===== src/hdl/pspg_defines.vh =====
// constants for the pattern sync pulse generator
// assumes a 32-bit classic wishbone slave port, byte addressed
`ifndef PSPG_DEFINES_VH
`define PSPG_DEFINES_VH

// ****************************************
// register byte offsets
// ****************************************
`define PSPG_ADR_CTRL      8'h00
`define PSPG_ADR_PATLEN    8'h04
`define PSPG_ADR_ROWLEN    8'h08
`define PSPG_ADR_ROWS      8'h0C
`define PSPG_ADR_BLOCKS    8'h10
`define PSPG_ADR_DELAY     8'h14
`define PSPG_ADR_WIDTH     8'h18
`define PSPG_ADR_STATUS    8'h1C
`define PSPG_ADR_PER_LO    8'h20
`define PSPG_ADR_PER_HI    8'h24

// ****************************************
// control fields
// ****************************************
`define PSPG_CTRL_EN       0
`define PSPG_CTRL_BURST    1
`define PSPG_CTRL_TYPE_LO  2
`define PSPG_CTRL_TYPE_HI  3
`define PSPG_CTRL_CH_LO    4
`define PSPG_CTRL_CH_HI    5
`define PSPG_CTRL_RST      32'h0000_0000
`define PSPG_TYPE_MIXED    2'h3

// ****************************************
// status fields
// ****************************************
`define PSPG_ST_VALID      0
`define PSPG_ST_BUSY       1
`define PSPG_ST_ERROR      2
`define PSPG_ST_RUN        3
`define PSPG_ST_BURST      4
`define PSPG_ST_DCLAMP     5
`define PSPG_ST_WCLAMP     6

// ****************************************
// datapath granularity and minimum length in bits per channel, plus step shift and guard in steps
// ****************************************
`define PSPG_GRAN_BITS     128
`define PSPG_MIN_EXT_BITS  512
`define PSPG_STEP_SHIFT    3
`define PSPG_GUARD_STEPS   8'h10

`endif


===== src/hdl/pspg_period_calc.v =====
// period calculator: sync period in steps of 8*N bits
// assumes start_i is a one-cycle pulse on the same clock
module pspg_period_calc #(
    parameter PW = 44,
    parameter LW = 32,
    parameter MW = 16
) (
    input  wire          clk_i,
    input  wire          rst_n_i,
    input  wire          start_i,
    input  wire          mixed_i,
    input  wire [1:0]    nshift_i,
    input  wire [LW-1:0] len_i,
    input  wire [MW-1:0] row_len_i,
    input  wire [MW-1:0] rows_i,
    input  wire [MW-1:0] blocks_i,
    output reg           busy_o,
    output reg           valid_o,
    output reg           error_o,
    output reg  [PW-1:0] period_o
);
`include "pspg_defines.vh"

    localparam [2:0] S_IDLE = 3'b001;
    localparam [2:0] S_EXT  = 3'b010;
    localparam [2:0] S_LCM  = 3'b100;

    reg  [2:0]      state_q;
    reg  [PW-1:0]   acc_q;
    wire [PW-1:0]   len_w   = {{(PW-LW){1'b0}}, len_i};
    wire [PW-1:0]   gran_w  = {{(PW-8){1'b0}}, 8'h80} << nshift_i;
    wire [PW-1:0]   minl_w  = {{(PW-10){1'b0}}, 10'h200} << nshift_i;
    wire [3*MW-1:0] prod_w  = row_len_i * rows_i * blocks_i;

    // ****************************************
    // sequential extend then lcm by doubling
    // ****************************************
    always @(posedge clk_i or negedge rst_n_i) begin
        if (!rst_n_i) begin
            state_q  <= S_IDLE;
            acc_q    <= {PW{1'b0}};
            busy_o   <= 1'b0;
            valid_o  <= 1'b0;
            error_o  <= 1'b0;
            period_o <= {PW{1'b0}};
        end else if (start_i) begin
            valid_o <= 1'b0;
            error_o <= 1'b0;
            if (mixed_i) begin
                // abandon any walk still running, or it would overwrite this period
                busy_o  <= 1'b0;
                state_q <= S_IDLE;
                if (prod_w == {(3*MW){1'b0}}) begin
                    error_o <= 1'b1;
                end else begin
                    period_o <= prod_w[PW-1:0] >> (`PSPG_STEP_SHIFT + nshift_i);
                    valid_o  <= 1'b1;
                end
            end else if (len_i == {LW{1'b0}}) begin
                busy_o  <= 1'b0;
                error_o <= 1'b1;
                state_q <= S_IDLE;
            end else begin
                busy_o  <= 1'b1;
                acc_q   <= len_w;
                // short patterns are repeated, longer ones are not
                state_q <= (len_w <= gran_w) ? S_EXT : S_LCM;
            end
        end else begin
            case (state_q)
                S_IDLE: begin
                    busy_o <= 1'b0;
                end
                S_EXT: begin
                    if (acc_q >= minl_w) begin
                        state_q <= S_LCM;
                    end else begin
                        acc_q <= acc_q + len_w;
                    end
                end
                S_LCM: begin
                    // granularity is a power of two, so doubling reaches the lcm
                    if ((acc_q & (gran_w - 1'b1)) == {PW{1'b0}}) begin
                        period_o <= acc_q >> (`PSPG_STEP_SHIFT + nshift_i);
                        valid_o  <= 1'b1;
                        busy_o   <= 1'b0;
                        state_q  <= S_IDLE;
                    end else begin
                        acc_q <= acc_q << 1;
                    end
                end
                default: begin
                    state_q <= S_IDLE;
                    busy_o  <= 1'b0;
                end
            endcase
        end
    end

endmodule // pspg_period_calc


===== src/hdl/pspg_top.v =====
// pattern sync pulse generator with classic wishbone register port
// assumes one 40 MHz clock; each clock cycle carries one step of 8*N bits
//
// How it works
// - continuous and burst sequence modes selectable
// - continuous mode drives sync gate output
// - single channel period: lcm with 128
// - two/four channels: lcm with 256/512
// - mixed period is row*rows*blocks
// - patterns up to 128*N bits extended to 512*N or more
// - width in 8-bit steps, at most period-128
// - combined channels: 16/32-bit steps, minus 256/512
// - mixed width/delay limited to period minus guard
// - pulse placed delay steps after pattern start
// - large limits reachable with wide counters
module pspg_top #(
    parameter PW = 44,
    parameter MW = 16
) (
    input  wire        CLOCK_I,
    input  wire        NRST_I,
    input  wire        WB_CYC_I,
    input  wire        WB_STB_I,
    input  wire        WB_WE_I,
    input  wire [7:0]  WB_ADR_I,
    input  wire [3:0]  WB_SEL_I,
    input  wire [31:0] WB_DAT_I,
    output reg  [31:0] WB_DAT_O,
    output reg         WB_ACK_O,
    output reg         GATE_O,
    output reg         PAT_START_O,
    output reg         BURST_SEL_O
);
`include "pspg_defines.vh"

    // ****************************************
    // reset release
    // ****************************************
    reg rst_s1_q;
    reg rst_n_q;

    always @(posedge CLOCK_I or negedge NRST_I) begin
        if (!NRST_I) begin
            rst_s1_q <= 1'b0;
            rst_n_q  <= 1'b0;
        end else begin
            rst_s1_q <= 1'b1;
            rst_n_q  <= rst_s1_q;
        end
    end

    // ****************************************
    // registers
    // ****************************************
    reg  [31:0]   ctrl_q;
    reg  [31:0]   patlen_q;
    reg  [MW-1:0] rowlen_q;
    reg  [MW-1:0] rows_q;
    reg  [MW-1:0] blocks_q;
    reg  [31:0]   delay_q;
    reg  [31:0]   width_q;
    reg           recalc_q;

    wire          calc_busy;
    wire          calc_valid;
    wire          calc_error;
    wire [PW-1:0] period;

    wire          bus_req  = WB_CYC_I & WB_STB_I & ~WB_ACK_O;
    wire          bus_wr   = bus_req & WB_WE_I;
    wire          en       = ctrl_q[`PSPG_CTRL_EN];
    wire          burst    = ctrl_q[`PSPG_CTRL_BURST];
    wire          mixed    = (ctrl_q[`PSPG_CTRL_TYPE_HI:`PSPG_CTRL_TYPE_LO] == `PSPG_TYPE_MIXED);
    wire [1:0]    ch_field = ctrl_q[`PSPG_CTRL_CH_HI:`PSPG_CTRL_CH_LO];
    // codes 0,1,2 select 1,2,4 channels; code 3 falls back to four
    wire [1:0]    nshift   = (ch_field == 2'h3) ? 2'h2 : ch_field;

    function [31:0] wmerge;
        input [31:0] old_v;
        input [31:0] new_v;
        input [3:0]  sel_v;
        integer      k;
        begin
            wmerge = old_v;
            for (k = 0; k < 4; k = k + 1) begin
                if (sel_v[k]) begin
                    wmerge[8*k +: 8] = new_v[8*k +: 8];
                end
            end
        end
    endfunction

    wire [31:0] row_pad  = {{(32-MW){1'b0}}, rowlen_q};
    wire [31:0] rows_pad = {{(32-MW){1'b0}}, rows_q};
    wire [31:0] blk_pad  = {{(32-MW){1'b0}}, blocks_q};
    wire [31:0] row_new  = wmerge(row_pad, WB_DAT_I, WB_SEL_I);
    wire [31:0] rows_new = wmerge(rows_pad, WB_DAT_I, WB_SEL_I);
    wire [31:0] blk_new  = wmerge(blk_pad, WB_DAT_I, WB_SEL_I);

    // any write that changes the period shape forces a new period
    wire shape_wr = bus_wr & ((WB_ADR_I == `PSPG_ADR_CTRL) | (WB_ADR_I == `PSPG_ADR_PATLEN) |
                              (WB_ADR_I == `PSPG_ADR_ROWLEN) | (WB_ADR_I == `PSPG_ADR_ROWS) |
                              (WB_ADR_I == `PSPG_ADR_BLOCKS));

    always @(posedge CLOCK_I or negedge rst_n_q) begin
        if (!rst_n_q) begin
            ctrl_q   <= `PSPG_CTRL_RST;
            patlen_q <= 32'h0000_0000;
            rowlen_q <= {MW{1'b0}};
            rows_q   <= {MW{1'b0}};
            blocks_q <= {MW{1'b0}};
            delay_q  <= 32'h0000_0000;
            width_q  <= 32'h0000_0000;
            recalc_q <= 1'b0;
        end else begin
            recalc_q <= shape_wr;
            if (bus_wr) begin
                case (WB_ADR_I)
                    `PSPG_ADR_CTRL:   ctrl_q   <= wmerge(ctrl_q, WB_DAT_I, WB_SEL_I) & 32'h0000_003F;
                    `PSPG_ADR_PATLEN: patlen_q <= wmerge(patlen_q, WB_DAT_I, WB_SEL_I);
                    `PSPG_ADR_ROWLEN: rowlen_q <= row_new[MW-1:0];
                    `PSPG_ADR_ROWS:   rows_q   <= rows_new[MW-1:0];
                    `PSPG_ADR_BLOCKS: blocks_q <= blk_new[MW-1:0];
                    `PSPG_ADR_DELAY:  delay_q  <= wmerge(delay_q, WB_DAT_I, WB_SEL_I);
                    `PSPG_ADR_WIDTH:  width_q  <= wmerge(width_q, WB_DAT_I, WB_SEL_I);
                    default: begin
                    end
                endcase
            end
        end
    end

    // ****************************************
    // period calculation
    // ****************************************
    // patterns under 512*N bits are expected already replicated by software,
    // but the calculator extends those of 128*N bits or less anyway so a slip still yields a valid period
    pspg_period_calc #(
        .PW (PW),
        .LW (32),
        .MW (MW)
    ) u_calc (
        .clk_i     (CLOCK_I),
        .rst_n_i   (rst_n_q),
        .start_i   (recalc_q),
        .mixed_i   (mixed),
        .nshift_i  (nshift),
        .len_i     (patlen_q),
        .row_len_i (rowlen_q),
        .rows_i    (rows_q),
        .blocks_i  (blocks_q),
        .busy_o    (calc_busy),
        .valid_o   (calc_valid),
        .error_o   (calc_error),
        .period_o  (period)
    );

    // ****************************************
    // delay and width limits
    // ****************************************
    // one step is 8, 16 or 32 bits, so the guard of 128*N bits is always 16 steps
    wire [PW-1:0] guard    = {{(PW-8){1'b0}}, `PSPG_GUARD_STEPS};
    wire [PW-1:0] limit    = (period > guard) ? (period - guard) : {PW{1'b0}};
    wire [PW-1:0] dly_req  = {{(PW-32){1'b0}}, delay_q};
    wire [PW-1:0] wid_req  = {{(PW-32){1'b0}}, width_q};
    wire          dly_clip = (dly_req > limit);
    wire          wid_clip = (wid_req > limit);
    // out-of-range settings saturate instead of producing a broken pulse
    wire [PW-1:0] dly_eff  = dly_clip ? limit : dly_req;
    wire [PW-1:0] wid_eff  = wid_clip ? limit : wid_req;

    // ****************************************
    // step counter and gate
    // ****************************************
    reg  [PW-1:0] cnt_q;
    wire          run     = en & ~burst & calc_valid & ~calc_busy;
    wire [PW-1:0] cnt_end = period - 1'b1;
    // position relative to the pulse start, wrapped into the period
    wire [PW-1:0] offset  = (cnt_q >= dly_eff) ? (cnt_q - dly_eff) : (cnt_q + period - dly_eff);
    wire          gate_d  = run & (offset < wid_eff);

    always @(posedge CLOCK_I or negedge rst_n_q) begin
        if (!rst_n_q) begin
            cnt_q       <= {PW{1'b0}};
            GATE_O      <= 1'b0;
            PAT_START_O <= 1'b0;
            BURST_SEL_O <= 1'b0;
        end else begin
            BURST_SEL_O <= en & burst;
            if (!run) begin
                cnt_q       <= {PW{1'b0}};
                GATE_O      <= 1'b0;
                PAT_START_O <= 1'b0;
            end else begin
                // back to back periods, no idle step between them
                cnt_q       <= (cnt_q >= cnt_end) ? {PW{1'b0}} : (cnt_q + 1'b1);
                GATE_O      <= gate_d;
                PAT_START_O <= (cnt_q == {PW{1'b0}});
            end
        end
    end

    // ****************************************
    // bus answer
    // ****************************************
    wire [31:0] status = {25'h0000000, wid_clip, dly_clip, burst, run, calc_error, calc_busy, calc_valid};
    // wide period words let the full 17.6e12-step range be read back
    wire [63:0] per_wide = {{(64-PW){1'b0}}, period};
    reg  [31:0] rd_mux;

    always @* begin
        rd_mux = 32'h0000_0000;
        case (WB_ADR_I)
            `PSPG_ADR_CTRL:   rd_mux = ctrl_q;
            `PSPG_ADR_PATLEN: rd_mux = patlen_q;
            `PSPG_ADR_ROWLEN: rd_mux = row_pad;
            `PSPG_ADR_ROWS:   rd_mux = rows_pad;
            `PSPG_ADR_BLOCKS: rd_mux = blk_pad;
            `PSPG_ADR_DELAY:  rd_mux = delay_q;
            `PSPG_ADR_WIDTH:  rd_mux = width_q;
            `PSPG_ADR_STATUS: rd_mux = status;
            `PSPG_ADR_PER_LO: rd_mux = per_wide[31:0];
            `PSPG_ADR_PER_HI: rd_mux = per_wide[63:32];
            default:          rd_mux = 32'h0000_0000;
        endcase
    end

    always @(posedge CLOCK_I or negedge rst_n_q) begin
        if (!rst_n_q) begin
            WB_ACK_O <= 1'b0;
            WB_DAT_O <= 32'h0000_0000;
        end else begin
            WB_ACK_O <= bus_req;
            if (bus_req & ~WB_WE_I) begin
                WB_DAT_O <= rd_mux;
            end
        end
    end

endmodule // pspg_top


===== config.mk =====
export PLATFORM = sky130hd
export DESIGN_NAME = pspg_top
export DESIGN_NICKNAME = d
export VERILOG_FILES = /design/src/hdl/pspg_period_calc.v /design/src/hdl/pspg_top.v
export VERILOG_INCLUDE_DIRS = /design/src /design/src/hdl
export SDC_FILE = /design/constraint.sdc
export NUM_CORES = 2
export LEC_CHECK = 0
export BUFFER_PORTS_ARGS = -buffer_cell sky130_fd_sc_hd__clkbuf_2
export CORE_ASPECT_RATIO = 1.2
export CORE_MARGIN = 8
export CORE_UTILIZATION = 25
export CTS_BUF_LIST = sky130_fd_sc_hd__clkbuf_8
export CTS_CLUSTER_DIAMETER = 150
export CTS_CLUSTER_SIZE = 20
export DETAILED_ROUTE_END_ITERATION = 10
export SLEW_MARGIN = 30
export SYNTH_ARGS = -nofsm -noshare
export SYNTH_HDL_FRONTEND = slang
export SYNTH_HIERARCHICAL = 1
export SYNTH_SLANG_ARGS = --single-unit

===== constraint.sdc =====
create_clock -name CLOCK_I -period 10.95 [get_ports CLOCK_I]
set_input_delay 0.5475 -clock CLOCK_I [delete_from_list [all_inputs] [get_ports CLOCK_I]]
set_output_delay 0.5475 -clock CLOCK_I [all_outputs]
set_load 0.01 [all_outputs]

==> impl_metrics.env <==
export IMPL_drt_vias_per_instance=4.94
export IMPL_fin_tns_setup_ps=-62160
export IMPL_route_detailed_drc=0
export IMPL_dr_max_layer_used="met4"
export IMPL_first_global_vias=52285
export IMPL_edff_count_synth=0
export IMPL_power_mw=2.21
export IMPL_timing_final_setup_violations=43
export IMPL_max_cap_viol_count=0
export IMPL_worst_path_largest_cell_delay_ps=600
export IMPL_cellLeakagePower_nw=32.5
export IMPL_place_port_buffers=84
export IMPL_post_synth_instance_area_um2=54900
export IMPL_routed_wirelength_um=201000
export IMPL_timing_worst_slew_pin_value_ps=989
export IMPL_placement_rows=188
export IMPL_power_density_nw_per_um2=32.5
export IMPL_finalCoreUtilization_pct=31.2
export IMPL_post_synthesis_cell_type_with_the_largest_combined_area="sky130_fd_sc_hd__fa_1"
export IMPL_crit_path_start_kind="register"
export IMPL_relative_area_change_from_synthesis_to_final_layout_pct=24.0
export IMPL_yosys_register_bits=324
export IMPL_power_ir_vdd_worst_v=0.0000810
export IMPL_final_area_um2=68100
export IMPL_violations_in_the_final_reports="negative setup slack"
export IMPL_rsz0062_at_grt="true"
export IMPL_worst_clock_skew_ps=97.0
export IMPL_timing_hold_violations_final=0
export IMPL_synth_area_per_cell_um2=8.79
export IMPL_routedLengthMet1_um=72800
export IMPL_floorplan_die_height_um=529
export IMPL_antenna_violating_nets_post_route=0
export IMPL_tritoncts="done"
export IMPL_clk_lat_worst_skew_ps=740
export IMPL_cts_buffers=20
export IMPL_cts_clk_slew_worst_paths_ps=150
export IMPL_first_pass_grt_wire_length_um=309000
export IMPL_cts_max_path_buffers=3
export IMPL_drv_slew=0
export IMPL_finish_net_count=8271
export IMPL_worst_setup_path_type="register to register"
export IMPL_synth_sequential_area_ratio_pct=14.8
export IMPL_data_arrival_at_the_endpoint_of_the_critical_path_ps=13110
export IMPL_syn_instance_count=6241
export IMPL_ys_dominant_reg_cell="sky130_fd_sc_hd__dfrtp_1"
export IMPL_clock_sinks=324
export IMPL_crit_slowest_cell="sky130_fd_sc_hd__fa_2"
export IMPL_largest_net_degree_at_the_start_of_global_routing=159
export IMPL_io_pins=85
export IMPL_drt_initial_violations=3131
export IMPL_class_of_the_tightest_hold_or_removal_check="input pin to register"
export IMPL_detailedRoute_firstPassIterationCount=7
export IMPL_routed_wl_met2_um=102000
export IMPL_post_synth_top_count_cell="sky130_fd_sc_hd__inv_1"
export IMPL_number_of_antenna_violations_at_the_first_check_in_global_routing=4
export IMPL_synthTopCellsByArea="sky130_fd_sc_hd__fa_1 24%, sky130_fd_sc_hd__dfrtp_1 15%, sky130_fd_sc_hd__ha_1 12%, sky130_fd_sc_hd__inv_1 5.6%, sky130_fd_sc_hd__nand2_1 5.2%"
export IMPL_ys_warn_count=6
export IMPL_post_dp_hpwl_um=165000
export IMPL_routed_wl_met3_um=8200
export IMPL_final_min_clock_period_ps=12490
export IMPL_cts_root_buf="sky130_fd_sc_hd__clkbuf_8"
export IMPL_timing_fmax_ghz=0.0800
export IMPL_synth_unique_cells=115
export IMPL_die_width_um=444
export IMPL_wirelength_per_cell_um=20.3
export IMPL_htreeDepth=1
export IMPL_globalplace_congestion=0.964
export IMPL_layout_drive_gt1_share_pct=23.8
export IMPL_post_route_period_util_pct=114
export IMPL_crit_path_max_fanout=9
export IMPL_synth_common_cells="812 x sky130_fd_sc_hd__inv_1, 766 x sky130_fd_sc_hd__nand2_1, 649 x sky130_fd_sc_hd__fa_1"
export IMPL_core_area_um2=219000
export IMPL_area_share_of_the_leading_cell_type_in_the_synthesized_netlist_pct=23.7
export IMPL_critical_path_endpoint_type="register"
export IMPL_postSynth_asyncResetShare_pct=100
export IMPL_run_status="finished with violations"
export IMPL_grt_overflow=0
export IMPL_die_area_um2=235000
export IMPL_place_area_um2=65100
export IMPL_initial_utilization_pct=25.1
export IMPL_postLayoutSetupSlackWorst_ps=-1540
export IMPL_combined_global_route_utilization_of_all_metal_layers_pct=16.6
export IMPL_library_cell_appearing_most_often_on_the_critical_path="sky130_fd_sc_hd__fa_1"
export IMPL_vias=49034
export IMPL_critPathRequiredTime_ps=11570
export IMPL_timing_max_slew_rel_slack_pct=34.1
[logic make-up after synthesis]
group	share of synthesized area (%)
adders and majority gates	35.4
AOI/OAI and AO/OA	12.7
xor gates and xnor gates	4.63
and+or+nand+nor	17.6
buffers and inverters	7.66
other	0.0205
muxes	7.14
DFF	14.8
[routing by layer]
| metal | GRT usage [%] | vias up |
|---|---|---|
| li1 | - | 22482 |
| met3 | 1.22 | 578 |
| met1 | 18.0 | 24452 |
| met5 | 0 | - |
| met2 | 30.4 | 1522 |
| met4 | 12.1 | 0 |
[flip-flops by register name, summed over array words and instances (netlist names), 3 cells and up]
signal	flops
WB_DAT_O	32
cnt_q	44
ctrl_q	6
u_calc/acc_q	44
blocks_q	16
rowlen_q	16
u_calc/period_o	41
width_q	32
delay_q	32
u_calc/state_q	3
rows_q	16
patlen_q	32
[path summary, 6_finish.rpt]
kind                            slack, ps  cells after the start                   to  startpoint
max in group asynchronous            8590                      3         rowlen_q[10]     rst_n_q
worst min register to register        300                      0         WB_DAT_O[23]     rst_n_q
worst max register to register      -1540                     50  u_calc/period_o[40]   rows_q[1]
min in group asynchronous             100                      2              rst_n_q      NRST_I
worst min-delay path                   70                      3             WB_ACK_O    WB_STB_I
worst max-delay path                -1540                     50  u_calc/period_o[40]   rows_q[1]
[area by class of cell]
| cell class | instances | area [µm²] |
|---|---|---|
| inverters | 813 | 3050 |
| multi-input cells | 4856 | 44600 |
| fillers | 22542 | 150000 |
| clock inverters | 12 | 62.6 |
| diodes | 4 | 10.0 |
| repair buffers | 1048 | 8360 |
| well taps | 2850 | 3570 |
| clock buffers | 21 | 289 |
| flip-flops and latches | 324 | 8150 |
[per-stage QoR]
step	setup WS, ps	cells	hold slack, ps
2_1_floorplan	-717	6277	252
3_3_place_gp	-1690	9800	299
3_5_place_dp	-1820	9800	304
4_1_cts	-1400	9866	12.0
5_1_grt	-1890	9928	58.6
6_report	-1540	9928	69.1
[worst max-delay path: cells and delay by family (launching register included)]
family                   cells  cell delay (ps)
AND/OR/NAND/NOR             11             1980
XOR/XNOR                     2              340
flip-flops                   1              460
AO/OA/AOI/OAI                8             1180
multiplexers                 1              290
adder cells (fa/ha/maj)     14             6640
buffers and inverters       14             1530
[cell usage in the layout, fill, tap and decap left out, types with 34 or more instances in the layout]
cell type / instances
sky130_fd_sc_hd__a21o_1: 117
sky130_fd_sc_hd__nor4_1: 50
sky130_fd_sc_hd__nand4_1: 82
sky130_fd_sc_hd__mux2_4: 41
sky130_fd_sc_hd__a211oi_1: 34
sky130_fd_sc_hd__inv_1: 808
sky130_fd_sc_hd__nor2b_1: 45
sky130_fd_sc_hd__nand3_1: 77
sky130_fd_sc_hd__ha_1: 468
sky130_fd_sc_hd__nor3_1: 80
sky130_fd_sc_hd__xor2_1: 99
sky130_fd_sc_hd__o21ai_0: 185
sky130_fd_sc_hd__nand2b_1: 55
sky130_fd_sc_hd__mux2_2: 185
sky130_fd_sc_hd__dfrtp_1: 297
sky130_fd_sc_hd__o21ai_1: 34
sky130_fd_sc_hd__conb_1: 39
sky130_fd_sc_hd__ha_4: 35
sky130_fd_sc_hd__and2_1: 327
sky130_fd_sc_hd__nand2_1: 738
sky130_fd_sc_hd__a22o_1: 42
sky130_fd_sc_hd__a22oi_1: 50
sky130_fd_sc_hd__nor2_1: 263
sky130_fd_sc_hd__fa_1: 621
sky130_fd_sc_hd__clkbuf_2: 84
sky130_fd_sc_hd__and3_1: 51
sky130_fd_sc_hd__xnor2_1: 179
sky130_fd_sc_hd__a21oi_1: 262
sky130_fd_sc_hd__mux2i_1: 86
sky130_fd_sc_hd__buf_4: 889
[power by group]
group	internal [mW]	total, mW	switching [mW]
logic	0.149	0.357	0.208
clock network	0.184	0.641	0.457
registers	1.20	1.21	0.0110
total	1.53	2.21	0.676
[what timing repair did]
| action | in CTS | in global routing |
|---|---|---|
| endpoints found under the hold margin | 2 | 0 |
| pin swaps | 35 | 193 |
| setup buffers | 28 | 54 |
| endpoints found under the setup margin | 44 | 44 |
| cloned | 4 | 5 |
| gates resized for setup | 116 | 258 |
| hold buffers | 1 | 0 |
Power figures use the tool's default switching activity.
